--- config.mk ---
export PLATFORM = sky130hd
export DESIGN_NAME = pwmfb_top
export DESIGN_NICKNAME = d
export VERILOG_FILES = /design/src/shared/pwmfb_pkg.sv /design/src/rtl/pwmfb_top.sv
export SDC_FILE = /design/constraint.sdc
export NUM_CORES = 1
export LEC_CHECK = 0
export BUFFER_PORTS_ARGS = -buffer_cell sky130_fd_sc_hd__buf_2
export CAP_MARGIN = 20
export CELL_PAD_IN_SITES_DETAIL_PLACEMENT = 1
export CELL_PAD_IN_SITES_GLOBAL_PLACEMENT = 1
export CORE_MARGIN = 2
export CORE_UTILIZATION = 45
export CTS_CLUSTER_SIZE = 14
export DETAILED_ROUTE_END_ITERATION = 6
export GPL_ROUTABILITY_DRIVEN = 0
export GPL_TIMING_DRIVEN = 0
export PLACE_DENSITY = 0.78
export SLEW_MARGIN = 20
export SYNTH_ARGS = -nofsm -noshare
export SYNTH_HDL_FRONTEND = slang
export SYNTH_SLANG_ARGS = --single-unit
--- constraint.sdc ---
create_clock -name clk_i -period 9.55 [get_ports clk_i]
set_input_delay 1.4325 -clock clk_i [delete_from_list [all_inputs] [get_ports clk_i]]
set_output_delay 1.4325 -clock clk_i [all_outputs]
set_load 0.05 [all_outputs]
--- src/shared/pwmfb_pkg.sv ---
// Purpose: Shared constants and types for the PWM fault/blanking slice
// Assumes: 16-bit register port, 25 MHz system clock
// Notes:   Register offsets are word indices on the plain register port
package pwmfb_pkg;
	localparam logic [3:0]  ADDR_PERIOD   = 4'h0;
	localparam logic [3:0]  ADDR_SEVT     = 4'h1;
	localparam logic [3:0]  ADDR_DUTY     = 4'h2;
	localparam logic [3:0]  ADDR_GENCTL   = 4'h3;
	localparam logic [3:0]  ADDR_FLTCTL   = 4'h4;
	localparam logic [3:0]  ADDR_BLANK    = 4'h5;
	localparam logic [3:0]  ADDR_STATUS   = 4'h6;
	localparam logic [3:0]  ADDR_PINS     = 4'h7;
	localparam logic [3:0]  ADDR_DEAD     = 4'h8;
	localparam logic [15:0] RST_VALUE     = 16'h0000;
	localparam logic [15:0] LOW3_MASK     = 16'hFFF8;
	localparam int          NUM_FLT_PINS  = 12;
	// GENCTL bits
	localparam int GC_ENABLE   = 0;
	localparam int GC_CURRST   = 1;
	localparam int GC_FIEN     = 2;
	localparam int GC_CLR      = 3;
	// FLTCTL bits
	localparam int FC_SRC_LSB  = 0;
	localparam int FC_POL      = 4;
	localparam int FC_FLTLEB   = 5;
	localparam int FC_LIMLEB   = 6;
	localparam int FC_LIM_LSB  = 8;
	// Blanking field sits in bits 9:3
	localparam int BL_LSB      = 3;
	// Blanking base 120 MHz against a 25 MHz clock: ticks scaled by 25/120
	localparam int          CLK_MHZ       = 25;
	localparam int          LEB_BASE_MHZ  = 120;
	localparam int          LEB_OFFSET_PS = 8400;
	localparam int          CLK_PERIOD_PS = 40000;
	localparam logic [9:0]  LEB_OFFSET_CYC =
		10'((LEB_OFFSET_PS + CLK_PERIOD_PS - 1) / CLK_PERIOD_PS);
	typedef struct packed {
		logic [1:0] sync;
		logic       reset_seen;
	} pwmfb_sync_t;
endpackage : pwmfb_pkg

--- src/rtl/pwmfb_top.sv ---
// Purpose: PWM generator slice with current reset, blanking and fault logic
// Assumes: Register port strobes one cycle; inputs synchronous except ext reset
// Notes:   Fault override path is combinational into a registered output stage
`timescale 1ns/100ps
module pwmfb_top (
	input  wire logic        clk_i,
	input  wire logic        rst_b_i,
	input  wire logic [3:0]  addr_i,
	input  wire logic [15:0] wdata_i,
	input  wire logic        wr_i,
	input  wire logic        rd_i,
	input  wire logic [11:0] fault_input_pin_i,
	input  wire logic        ext_reset_i,
	output logic      [15:0] rdata_o,
	output logic             pwm_h_o,
	output logic             pwm_l_o,
	output logic             fault_irq_o,
	output logic             special_event_o,
	output logic      [11:0] pin_free_o
);
	typedef struct packed {
		logic [15:0] period;
		logic [15:0] sevt;
		logic [15:0] duty;
		logic [15:0] genctl;
		logic [15:0] fltctl;
		logic [15:0] blank;
		logic [15:0] dead;
		logic [15:0] tmr;
		logic [9:0]  leb_cnt;
		logic        pwm;
		logic        pwm_h;
		logic        pwm_l;
		logic        irq_latch;
		logic        flt_end_prev;
		logic        sevt_pulse;
		logic [1:0]  ext_sync;
		logic        ext_prev;
		logic [15:0] rdata;
		logic [11:0] pin_free;
	} pwmfb_state_t;

	pwmfb_state_t s_q;
	pwmfb_state_t s_d;

	logic       flt_raw;
	logic       flt_sel;
	logic       lim_sel;
	logic       blanking;
	logic       flt_det;
	logic       lim_det;
	logic       ext_rise;
	logic [9:0] leb_load;
	logic       pwm_next;
	logic       wrap;
	logic [15:0] status_word;

	// Source select; codes above eleven pick nothing
	always_comb begin
		flt_raw = 1'b0;
		lim_sel = 1'b0;
		if (s_q.fltctl[pwmfb_pkg::FC_SRC_LSB+:4] < 4'(pwmfb_pkg::NUM_FLT_PINS)) begin
			flt_raw = fault_input_pin_i[s_q.fltctl[pwmfb_pkg::FC_SRC_LSB+:4]];
		end
		if (s_q.fltctl[pwmfb_pkg::FC_LIM_LSB+:4] < 4'(pwmfb_pkg::NUM_FLT_PINS)) begin
			lim_sel = fault_input_pin_i[s_q.fltctl[pwmfb_pkg::FC_LIM_LSB+:4]];
		end
	end

	assign flt_sel  = flt_raw ^ s_q.fltctl[pwmfb_pkg::FC_POL];
	assign blanking = (s_q.leb_cnt != 10'h000);
	// Held through the cycle edge with dead time set: no masking
	assign flt_det  = flt_sel & (~(blanking & s_q.fltctl[pwmfb_pkg::FC_FLTLEB])
		| (s_q.flt_end_prev & (s_q.dead != 16'h0000)));
	assign lim_det  = lim_sel & (~(blanking & s_q.fltctl[pwmfb_pkg::FC_LIMLEB])
		| (s_q.flt_end_prev & (s_q.dead != 16'h0000)));
	// Only second stage is looked at
	assign ext_rise = s_q.ext_sync[1] & ~s_q.ext_prev;
	assign wrap     = (s_q.tmr >= s_q.period);
	// Field+1 base ticks scaled to 25 MHz, plus fixed offset cycles
	assign leb_load = 10'(((32'(s_q.blank[9:3]) + 32'h1) * pwmfb_pkg::CLK_MHZ
		+ pwmfb_pkg::LEB_BASE_MHZ - 1) / pwmfb_pkg::LEB_BASE_MHZ)
		+ pwmfb_pkg::LEB_OFFSET_CYC;
	assign status_word = {13'h0000, s_q.pwm, lim_sel,
		s_q.genctl[pwmfb_pkg::GC_FIEN] ? s_q.irq_latch : flt_sel};

	always_comb begin
		s_d = s_q;
		s_d.sevt_pulse = 1'b0;
		s_d.ext_sync   = {s_q.ext_sync[0], ext_reset_i};
		s_d.ext_prev   = s_q.ext_sync[1];
		s_d.rdata      = 16'h0000;
		if (s_q.genctl[pwmfb_pkg::GC_ENABLE]) begin
			// Current reset lets the external edge restart the period
			if (wrap || (s_q.genctl[pwmfb_pkg::GC_CURRST] && ext_rise && !s_q.pwm)) begin
				s_d.tmr = 16'h0000;
			end else begin
				s_d.tmr = s_q.tmr + 16'h0008;
			end
			if ((s_q.tmr & pwmfb_pkg::LOW3_MASK) == s_q.sevt) begin
				s_d.sevt_pulse = 1'b1;
			end
			s_d.flt_end_prev = wrap & flt_sel | (s_q.flt_end_prev & flt_sel & (s_q.tmr == 16'h0000));
		end else begin
			s_d.tmr = 16'h0000;
			s_d.flt_end_prev = 1'b0;
		end
		pwm_next = s_q.genctl[pwmfb_pkg::GC_ENABLE] && (s_d.tmr < s_q.duty) && !lim_det;
		s_d.pwm = pwm_next;
		if (pwm_next != s_q.pwm) begin
			s_d.leb_cnt = leb_load;
		end else if (blanking) begin
			s_d.leb_cnt = s_q.leb_cnt - 10'h001;
		end
		// Fault forces both outputs low; complementary kept in current reset
		s_d.pwm_h = pwm_next & ~flt_det;
		s_d.pwm_l = ~pwm_next & ~flt_det & s_q.genctl[pwmfb_pkg::GC_ENABLE];
		if (flt_det && s_q.genctl[pwmfb_pkg::GC_FIEN]) begin
			s_d.irq_latch = 1'b1;
		end else if (wr_i && addr_i == pwmfb_pkg::ADDR_GENCTL && wdata_i[pwmfb_pkg::GC_CLR]) begin
			s_d.irq_latch = 1'b0;
		end
		s_d.pin_free = '1;
		s_d.pin_free[s_q.fltctl[3:0] < 4'hC ? s_q.fltctl[3:0] : 4'h0] =
			~(s_q.genctl[pwmfb_pkg::GC_ENABLE] && s_q.fltctl[3:0] < 4'hC);
		if (wr_i) begin
			case (addr_i)
				pwmfb_pkg::ADDR_PERIOD: s_d.period = wdata_i & pwmfb_pkg::LOW3_MASK;
				pwmfb_pkg::ADDR_SEVT:   s_d.sevt   = wdata_i & pwmfb_pkg::LOW3_MASK;
				pwmfb_pkg::ADDR_DUTY:   s_d.duty   = wdata_i;
				pwmfb_pkg::ADDR_GENCTL: s_d.genctl = {12'h000, 1'b0, wdata_i[2:0]};
				pwmfb_pkg::ADDR_FLTCTL: s_d.fltctl = wdata_i;
				pwmfb_pkg::ADDR_BLANK:  s_d.blank  = {6'h00, wdata_i[9:3], 3'h0};
				pwmfb_pkg::ADDR_DEAD:   s_d.dead   = wdata_i;
				default: ;
			endcase
		end
		if (rd_i) begin
			case (addr_i)
				pwmfb_pkg::ADDR_PERIOD: s_d.rdata = s_q.period;
				pwmfb_pkg::ADDR_SEVT:   s_d.rdata = s_q.sevt;
				pwmfb_pkg::ADDR_DUTY:   s_d.rdata = s_q.duty;
				pwmfb_pkg::ADDR_GENCTL: s_d.rdata = s_q.genctl;
				pwmfb_pkg::ADDR_FLTCTL: s_d.rdata = s_q.fltctl;
				pwmfb_pkg::ADDR_BLANK:  s_d.rdata = s_q.blank;
				pwmfb_pkg::ADDR_STATUS: s_d.rdata = status_word;
				pwmfb_pkg::ADDR_PINS:   s_d.rdata = {4'h0, fault_input_pin_i};
				pwmfb_pkg::ADDR_DEAD:   s_d.rdata = s_q.dead;
				default:                s_d.rdata = 16'h0000;
			endcase
		end
	end

	always_ff @(posedge clk_i or negedge rst_b_i) begin
		if (!rst_b_i) begin
			s_q <= '0;
			s_q.pin_free <= 12'hFFF;
		end else begin
			s_q <= s_d;
		end
	end

	assign rdata_o         = s_q.rdata;
	assign pwm_h_o         = s_q.pwm_h;
	assign pwm_l_o         = s_q.pwm_l;
	assign fault_irq_o     = s_q.irq_latch;
	assign special_event_o = s_q.sevt_pulse;
	assign pin_free_o      = s_q.pin_free;

	chk_sevt_low_zero: assert property (@(posedge clk_i) disable iff (!rst_b_i)
		s_q.sevt[2:0] == 3'h0) else $error("compare low bits set");
	chk_period_low_zero: assert property (@(posedge clk_i) disable iff (!rst_b_i)
		s_q.period[2:0] == 3'h0) else $error("period low bits set");
	chk_ext_reset_tmr: assert property (@(posedge clk_i) disable iff (!rst_b_i)
		(s_q.genctl[1:0] == 2'b11 && ext_rise && !s_q.pwm) |=> s_q.tmr == 16'h0000)
		else $error("ext reset ignored");
	chk_irq_needs_en: assert property (@(posedge clk_i) disable iff (!rst_b_i)
		$rose(fault_irq_o) |-> $past(s_q.genctl[pwmfb_pkg::GC_FIEN]))
		else $error("irq without enable");
	chk_fault_override: assert property (@(posedge clk_i) disable iff (!rst_b_i)
		flt_det |=> !pwm_h_o && !pwm_l_o) else $error("fault not overriding");
	chk_polarity_inv: assert property (@(posedge clk_i) disable iff (!rst_b_i)
		flt_sel == (flt_raw ^ s_q.fltctl[4])) else $error("polarity wrong");
	chk_leb_restart: assert property (@(posedge clk_i) disable iff (!rst_b_i)
		($changed(s_q.pwm)) |-> s_q.leb_cnt == $past(leb_load))
		else $error("blanking not restarted");
	chk_outputs_exclusive: assert property (@(posedge clk_i) disable iff (!rst_b_i)
		!(pwm_h_o && pwm_l_o)) else $error("both outputs high");
	chk_sync_two_stage: assert property (@(posedge clk_i) disable iff (!rst_b_i)
		s_q.ext_sync[1] == $past(ext_reset_i, 2)) else $error("sync depth wrong");

	chk_status_live: assert property (@(posedge clk_i) disable iff (!rst_b_i)
		!s_q.genctl[pwmfb_pkg::GC_FIEN] |-> status_word[0] == flt_sel)
		else $error("status not live level");

	chk_status_latch: assert property (@(posedge clk_i) disable iff (!rst_b_i)
		s_q.genctl[pwmfb_pkg::GC_FIEN] |-> status_word[0] == s_q.irq_latch)
		else $error("status not latch");

	chk_blank_bypass: assert property (@(posedge clk_i) disable iff (!rst_b_i)
		(flt_sel && s_q.flt_end_prev && s_q.dead != 16'h0000) |-> flt_det)
		else $error("persistent fault masked");

	chk_fault_blank_mask: assert property (@(posedge clk_i) disable iff (!rst_b_i)
		(blanking && s_q.fltctl[pwmfb_pkg::FC_FLTLEB] && !s_q.flt_end_prev) |-> !flt_det)
		else $error("fault seen in blanking");

	chk_limit_blank_mask: assert property (@(posedge clk_i) disable iff (!rst_b_i)
		(blanking && s_q.fltctl[pwmfb_pkg::FC_LIMLEB] && !s_q.flt_end_prev) |-> !lim_det)
		else $error("limit seen in blanking");

	chk_fault_unmasked: assert property (@(posedge clk_i) disable iff (!rst_b_i)
		(flt_sel && !s_q.fltctl[pwmfb_pkg::FC_FLTLEB]) |-> flt_det)
		else $error("fault masked without enable");

	chk_leb_load_floor: assert property (@(posedge clk_i) disable iff (!rst_b_i)
		leb_load >= pwmfb_pkg::LEB_OFFSET_CYC + 10'h001)
		else $error("blanking shorter than offset");

	chk_leb_load_ceil: assert property (@(posedge clk_i) disable iff (!rst_b_i)
		leb_load <= 10'h020)
		else $error("blanking load too long");

	chk_leb_count_down: assert property (@(posedge clk_i) disable iff (!rst_b_i)
		(blanking && pwm_next == s_q.pwm) |=> s_q.leb_cnt == $past(s_q.leb_cnt) - 10'h001)
		else $error("blanking counter stalled");

	chk_src_none: assert property (@(posedge clk_i) disable iff (!rst_b_i)
		(s_q.fltctl[3:0] >= 4'hC) |-> !flt_raw)
		else $error("unused source code selects pin");

	chk_limit_cuts: assert property (@(posedge clk_i) disable iff (!rst_b_i)
		lim_det |=> !pwm_h_o)
		else $error("limit did not cut output");

	chk_comp_low: assert property (@(posedge clk_i) disable iff (!rst_b_i)
		(s_q.genctl[pwmfb_pkg::GC_ENABLE] && !pwm_next && !flt_det) |=> pwm_l_o)
		else $error("complementary output missing");

	chk_pin_free_used: assert property (@(posedge clk_i) disable iff (!rst_b_i)
		(s_q.genctl[pwmfb_pkg::GC_ENABLE] && s_q.fltctl[3:0] == 4'h3) |=> !pin_free_o[3])
		else $error("used pin shown free");

	chk_pin_free_idle: assert property (@(posedge clk_i) disable iff (!rst_b_i)
		!s_q.genctl[pwmfb_pkg::GC_ENABLE] |=> pin_free_o == 12'hFFF)
		else $error("pin held while disabled");

	chk_irq_sticky: assert property (@(posedge clk_i) disable iff (!rst_b_i)
		(fault_irq_o && !(wr_i && addr_i == pwmfb_pkg::ADDR_GENCTL)) |=> fault_irq_o)
		else $error("irq latch dropped");

	chk_rdata_pins: assert property (@(posedge clk_i) disable iff (!rst_b_i)
		(rd_i && addr_i == pwmfb_pkg::ADDR_PINS) |=> rdata_o == {4'h0, $past(fault_input_pin_i)})
		else $error("pin levels not readable");

	chk_sevt_match: assert property (@(posedge clk_i) disable iff (!rst_b_i)
		(s_q.genctl[0] && (s_q.tmr & pwmfb_pkg::LOW3_MASK) == s_q.sevt) |=> special_event_o)
		else $error("special event missed");

	chk_ext_sync_used: assert property (@(posedge clk_i) disable iff (!rst_b_i)
		!s_q.ext_sync[1] |-> !ext_rise)
		else $error("edge taken from first stage");

	// Period zero keeps the timer at zero, so the pulse may repeat there
	chk_sevt_single: assert property (@(posedge clk_i) disable iff (!rst_b_i)
		(special_event_o && s_q.period != 16'h0000) |=> !special_event_o)
		else $error("special event too long");

	chk_disabled_quiet: assert property (@(posedge clk_i) disable iff (!rst_b_i)
		!s_q.genctl[pwmfb_pkg::GC_ENABLE] |=> !pwm_h_o && !pwm_l_o)
		else $error("outputs active while disabled");

	chk_rdata_idle: assert property (@(posedge clk_i) disable iff (!rst_b_i)
		!rd_i |=> rdata_o == 16'h0000)
		else $error("read data without strobe");

	chk_lim_none: assert property (@(posedge clk_i) disable iff (!rst_b_i)
		(s_q.fltctl[11:8] >= 4'hC) |-> !lim_sel)
		else $error("unused limit code selects pin");

	cov_fault_irq: cover property (@(posedge clk_i) $rose(fault_irq_o));
	cov_blank_mask: cover property (@(posedge clk_i) blanking && flt_sel);
	cov_limit_cut: cover property (@(posedge clk_i) lim_det && s_q.pwm);
	cov_ext_reset: cover property (@(posedge clk_i) ext_rise && s_q.genctl[1]);
	cov_special_evt: cover property (@(posedge clk_i) special_event_o);
endmodule : pwmfb_top

# After elaboration in Yosys (flattened, before gate mapping)
# Index checks and enable logic that the tools add are counted.
[word_totals]
out_inout_bits = 32
n_memories = 0
mem_bits_ro = 0
mem_bits_rw = 0
inputBits = 37
reg_bits = 147
latchBits = 0
[classes]
div_mod_pow = 1
multipliers = 1
eq_ne = 10
magnitude_cmp = 8
muxes = 21
n_shift = 0
n_bitwise = 24
addsub = 6
reduce_logical = 25
[op_table]
columns = ["operator", "n"]
rows = [
  ["16-bit one-hot mux with 9 select lines", 1],
  ["16-bit 2-to-1 mux", 3],
  ["32-bit by 7-bit divider with 32-bit output (second input constant)", 1],
  ["10-bit 2-to-1 mux", 2],
  ["16-bit by 4-bit adder with 16-bit output (second input constant)", 1],
  ["4-bit by 3-bit equality test with 1-bit output (second input constant)", 4],
  ["16-bit >= comparator", 1],
  ["16-bit logical NOT", 1],
  ["16-bit less-than comparator", 1],
  ["16-bit nonzero test", 1],
  ["4-bit by 5-bit less-than comparator with 1-bit output (second input constant)", 3],
  ["14-bit by 1-bit subtractor with 15-bit output (second input constant)", 1],
  ["13-bit by 7-bit adder with 14-bit output (second input constant)", 1],
  ["2-bit AND reduction", 7],
  ["13-bit equality test", 1],
  ["8-bit by 5-bit multiplier with 13-bit output (second input constant)", 1],
  ["1-bit bitwise AND", 12],
  ["12-bit inverter", 1],
  ["12-bit OR", 1],
  ["1-bit 2-to-1 mux", 11],
  ["10-bit by 1-bit adder with 10-bit output (second input constant)", 1],
  ["10-bit nonzero test", 1],
  ["10-bit by 1-bit subtractor with 10-bit output (second input constant)", 1],
  ["1-bit logical AND", 9],
  ["other kinds (17)", 29],
]

# Depth between registers and ports, before layout
[depth]
depth_word = 13
depth_mapped = 35
depth_no_buf = 32

# Least setup slack after synthesis
# OpenSTA, ideal clock, no wires.
[synth_path]
kind = "reg-to-reg"
startpoint = "register s_q[82] (netlist name)"
endpoint = "register s_q[41] (netlist name)"
setup_time_ns = 0.141
required_ns = 9.409
slack_ns = 2.012
arrival_time_ns = 7.396
path_stages_with_launch = 34
cell_sequence = "dfrtp_1 > ha_1 > and3_1 > nand3_1 > xnor2_1 > ha_1 > ha_1 > ha_1 > ha_1 > buf_2 > a21o_4 > a311o_2 > xor2_2 > o2111ai_4 > nor2_1 > ha_1 > nand2b_1 > or4_4 > a21oi_2 > or2_2 > buf_6 > a21o_1 > mux2i_1 > a21oi_2 > or2_2 > a311oi_1 > o211ai_1 > a311oi_1 > a211o_1 > ha_1 > nand2_1 > a21oi_1 > xnor2_1 > mux2i_1"
[synth_via]
elab_chain_cells = 7
[synth_rtl]
columns = ["item", "line", "text"]
rows = [
  ["start, declared", "pwmfb_top.sv:43", "pwmfb_state_t s_q;"],
  ["7-bit by 1-bit adder with 8-bit output", "pwmfb_top.sv:81", "assign leb_load = 10'(((32'(s_q.blank[9:3]) + 32'h1) * pwmfb_pkg::CLK_MHZ"],
  ["8-bit by 5-bit multiplier with 13-bit output", "pwmfb_top.sv:81", ""],
  ["13-bit by 7-bit adder with 14-bit output", "pwmfb_top.sv:82", "+ pwmfb_pkg::LEB_BASE_MHZ - 1) / pwmfb_pkg::LEB_BASE_MHZ)"],
  ["14-bit by 1-bit subtractor with 15-bit output", "pwmfb_top.sv:82", ""],
  ["32-bit by 7-bit divider with 32-bit output", "pwmfb_top.sv:82", ""],
  ["10-bit by 1-bit adder with 10-bit output", "pwmfb_top.sv:83", "+ pwmfb_pkg::LEB_OFFSET_CYC;"],
  ["10-bit 2-to-1 mux", "pwmfb_top.sv:110", "if (pwm_next != s_q.pwm) begin"],
]
# No other way between the ends.
# A chain may end at the register's enable or synchronous reset.

# Worst setup path after layout
[layout_path]
startpoint = "register s_q[83] (netlist name)"
endpoint = "register s_q[41] (netlist name)"
# Same word-level chain as after synthesis.

==> impl_metrics.csv <==
group,metric,value,unit
layout,syn_to_final_growth,13.2,%
floorplan,fp.dieW,150,µm
floorplan,io_pins,69,
worst_setup_path,startpoint_type,"flip-flop",
logic_synthesis,syn_area,9580,µm²
worst_setup_path,r2r-start,"s_q[83]",
min_path,hold_class,"flip-flop to flip-flop",
logic_synthesis,syn-instance-count,940,
clock_tree,ctsResizeCount,0,
worst_setup_path,critPathCapture,"s_q[41]",
logic_synthesis,postSynthNetCount,1050,
drt,firstDrtPassIters,6,
worst_setup_path,cp_slowest_cell,"dfrtp_1",
clock_tree,insertion_delay,430,ps
grt,gr-usage-all-layers,0.262,
worst_setup_path,crit_arrival,9010,ps
timing,slew_headroom,0.308,
logic_synthesis,yosysUniqueCellTypes,80,
job,maxCapViolations,0,
drt,routed_wirelength,28.5,mm
clock_tree,cts_buffer_depth,2,
layout,drive_gt1_frac,0.250,
clock_tree,clk_pin_slew,70,ps
floorplan,die_y,150,µm
logic_synthesis,yosysSeqAreaShare,0.386,
worst_setup_path,cp_num_cells,33,
min_path,whs_path_depth,0,
timing,finalCritPeriodShare,0.915,
timing,clock.fmax,114,MHz
timing,tns,0,ps
clock_tree,root_buffer,"clkbuf_16",
worst_setup_path,crit_buf_inv,2,
timing,finalHoldViolCount,0,
timing,drv_slew,0,
worst_setup_path,ff2ff_path_depth,33,
clock_tree,ctsHoldBuffers,0,
clock_tree,cts_tree,"done",
layout,nFillCells,2362,
logic_synthesis,ys_ff_latch,147,
worst_setup_path,cp.required,9820,ps
clock_tree,cts_buffers,17,
drt,detail_route.wl_per_cell,21.7,µm
clock_tree,post-cts-setup-buffers,0,
worst_setup_path,crit_start,"s_q[83]",
logic_synthesis,syn_avg_cell_area,10.2,µm²
drt,remaining_drc_errors,0,
worst_setup_path,crit_family,"simple AND/OR/NAND/NOR gates",
grt,antenna_found_initial,1,
worst_setup_path,critPathMaxStageDelay,480,ps
worst_setup_path,r2r_slack,810,ps
timing,worstMarginPinSlew,1030,ps
drt,drt.antenna.violating_nets,0,
worst_setup_path,cp_max_fo,9,
timing,rsz0062_at_grt,"no",
logic_synthesis,synth_edf_count,0,
timing,setup_violations,0,
worst_setup_path,cpMostUsedCell,"ha_1",
drt,drt_iter0_drc,587,
floorplan,core,21000,µm²
drt,vias_per_cell,5.98,
clock_tree,cts.sinks,147,
floorplan,die_area,22500,µm²
placed_design,portBuffers,64,
timing,fin_worst_skew,13.0,ps
grt,grt_pass1_vias,8053,
drt,vias,7851,
status,status,"complete, no violations",
clock_tree,htreeDepth,4,
grt,grt_pass1_wl,45.2,mm
timing,fin_crit,8740,ps
logic_synthesis,async_flop_share,1.00,
floorplan,row_count,53,
grt,grt.overflow.total,0,
worst_setup_path,worstSetupEndpointType,"flip-flop",
worst_setup_path,crit_type,"flip-flop to flip-flop",
logic_synthesis,yosysWarnings,0,
grt,grt_max_degree,81,
layout,fin_nets,1134,
placed_design,hpwl,21.4,mm
floorplan,start_util,0.457,
logic_synthesis,synth_ff_type,"dfrtp_1",
worst_setup_path,rr_endpoint,"s_q[41]",
==> placed cells by master, fill, tap and decap left out, types with 12 or more instances in the layout <==
cell / instances
dfrtp_1: 135
mux2_2: 79
ha_1: 70
buf_2: 67
nand2_1: 64
inv_1: 58
nor2_1: 46
nand3_1: 34
a21oi_1: 34
xnor2_1: 30
a22oi_1: 30
buf_4: 28
o21ai_0: 25
clkbuf_1: 25
xor2_1: 24
a31oi_1: 22
nor3_1: 18
clkbuf_16: 17
a21o_1: 13
dfstp_2: 12
==> worst min path at each step <==
stage	from	slack [ps]	end
final	s_d[30]	350	s_d[28]
after global routing	s_d[30]	360	s_d[28]
after CTS	s_d[30]	350	s_d[28]
after detailed placement	s_d[30]	340	s_d[28]
after global placement	s_d[30]	340	s_d[28]
after floorplan	s_d[30]	330	s_d[28]
==> per-layer routing <==
| metal | routed length [µm] | share of wire | GRT usage | vias up |
|---|---|---|---|---|
| met2 | 13500 | 0.47 | 0.425 | 251 |
| met3 | 1680 | 0.059 | 0.0427 | 29 |
| met1 | 12900 | 0.45 | 0.365 | 3991 |
| met5 | 0 | 0 | 0 | - |
| li1 | - | - | - | 3580 |
| met4 | 421 | 0.015 | 0.0684 | 0 |
==> sequential cells by signal (all words and copies together), names as in the netlist <==
register         cells
special_event_o      1
pwm_h_o              1
fault_irq_o          1
rdata_o             16
s_d                  2
pin_free_o          12
pwm_l_o              1
s_q                113
==> stage by stage <==
| step | setup WS [ps] | utilization | area (µm²) | hold slack [ps] | cells |
|---|---|---|---|---|---|
| finish | 808 | 0.517 | 10800 | 351 | 1313 |
| global route | 104 | 0.517 | 10800 | 360 | 1313 |
| CTS | 763 | 0.517 | 10800 | 352 | 1312 |
| detailed placement | 836 | 0.491 | 10300 | 336 | 1280 |
| global placement | 1120 | 0.489 | 10200 | 338 | 1279 |
| floorplan | 2010 | - | 9580 | 331 | 940 |
==> area by class of cell <==
cell class | count | area, µm² | share of cell area
inverters | 59 | 221 | 0.0204
repair buffers | 65 | 358 | 0.0330
multi-input cells | 676 | 5330 | 0.492
well taps | 275 | 344 | 0.0317
flip-flops and latches | 147 | 3690 | 0.341
plain buffers | 58 | 343 | 0.0316
diodes | 1 | 2.50 | 0.000231
clock buffers | 18 | 429 | 0.0396
clock inverters | 14 | 121 | 0.0112
==> cell families after synthesis <==
| family | Yosys count | share of synthesized area |
|---|---|---|
| compound gates | 192 | 0.146 |
| xor+xnor | 55 | 0.0511 |
| fa+ha+maj | 74 | 0.0987 |
| buf+inv | 117 | 0.0589 |
| flops | 147 | 0.386 |
| mux | 94 | 0.116 |
| simple gates | 261 | 0.144 |
==> worst register-to-register path: cells and delay by family (launching register included) <==
kind                       cells  cell delay, ps
adders and majority gates      7            2030
xor gates and xnor gates       3             780
AOI/OAI and AO/OA              9            2200
buffers and inverters          2             290
muxes                          2             580
DFF                            1             480
and+or+nand+nor               10            2230
==> synthesized netlist by cell type, drive strengths merged (6+ instances only) <==
cell / n / area (µm²)
mux2: 79 / 890
a31oi: 22 / 138
dfstp: 12 / 315
o21ai: 26 / 130
clkbuf: 24 / 90.1
nand3: 34 / 170
a22oi: 30 / 225
a21o: 14 / 113
buf: 34 / 253
nor4: 10 / 83.8
and2: 10 / 62.6
a222oi: 7 / 70.1
nor2: 46 / 173
nand2b: 9 / 56.3
inv: 59 / 221
dfrtp: 135 / 3380
mux4: 6 / 135
or2: 6 / 37.5
nor3: 22 / 120
or3: 9 / 56.3
xnor2: 30 / 263
xor2: 25 / 226
ha: 70 / 876
mux2i: 9 / 90.1
nor3b: 7 / 52.6
and3: 10 / 62.6
o211ai: 9 / 67.6
nor2b: 6 / 37.5
a21oi: 40 / 230
nand4: 10 / 62.6
nand2: 64 / 240
Power is left out: the tool's default activity adds up to more than one toggle a clock period on the data nets, which glitch-free logic cannot reach.
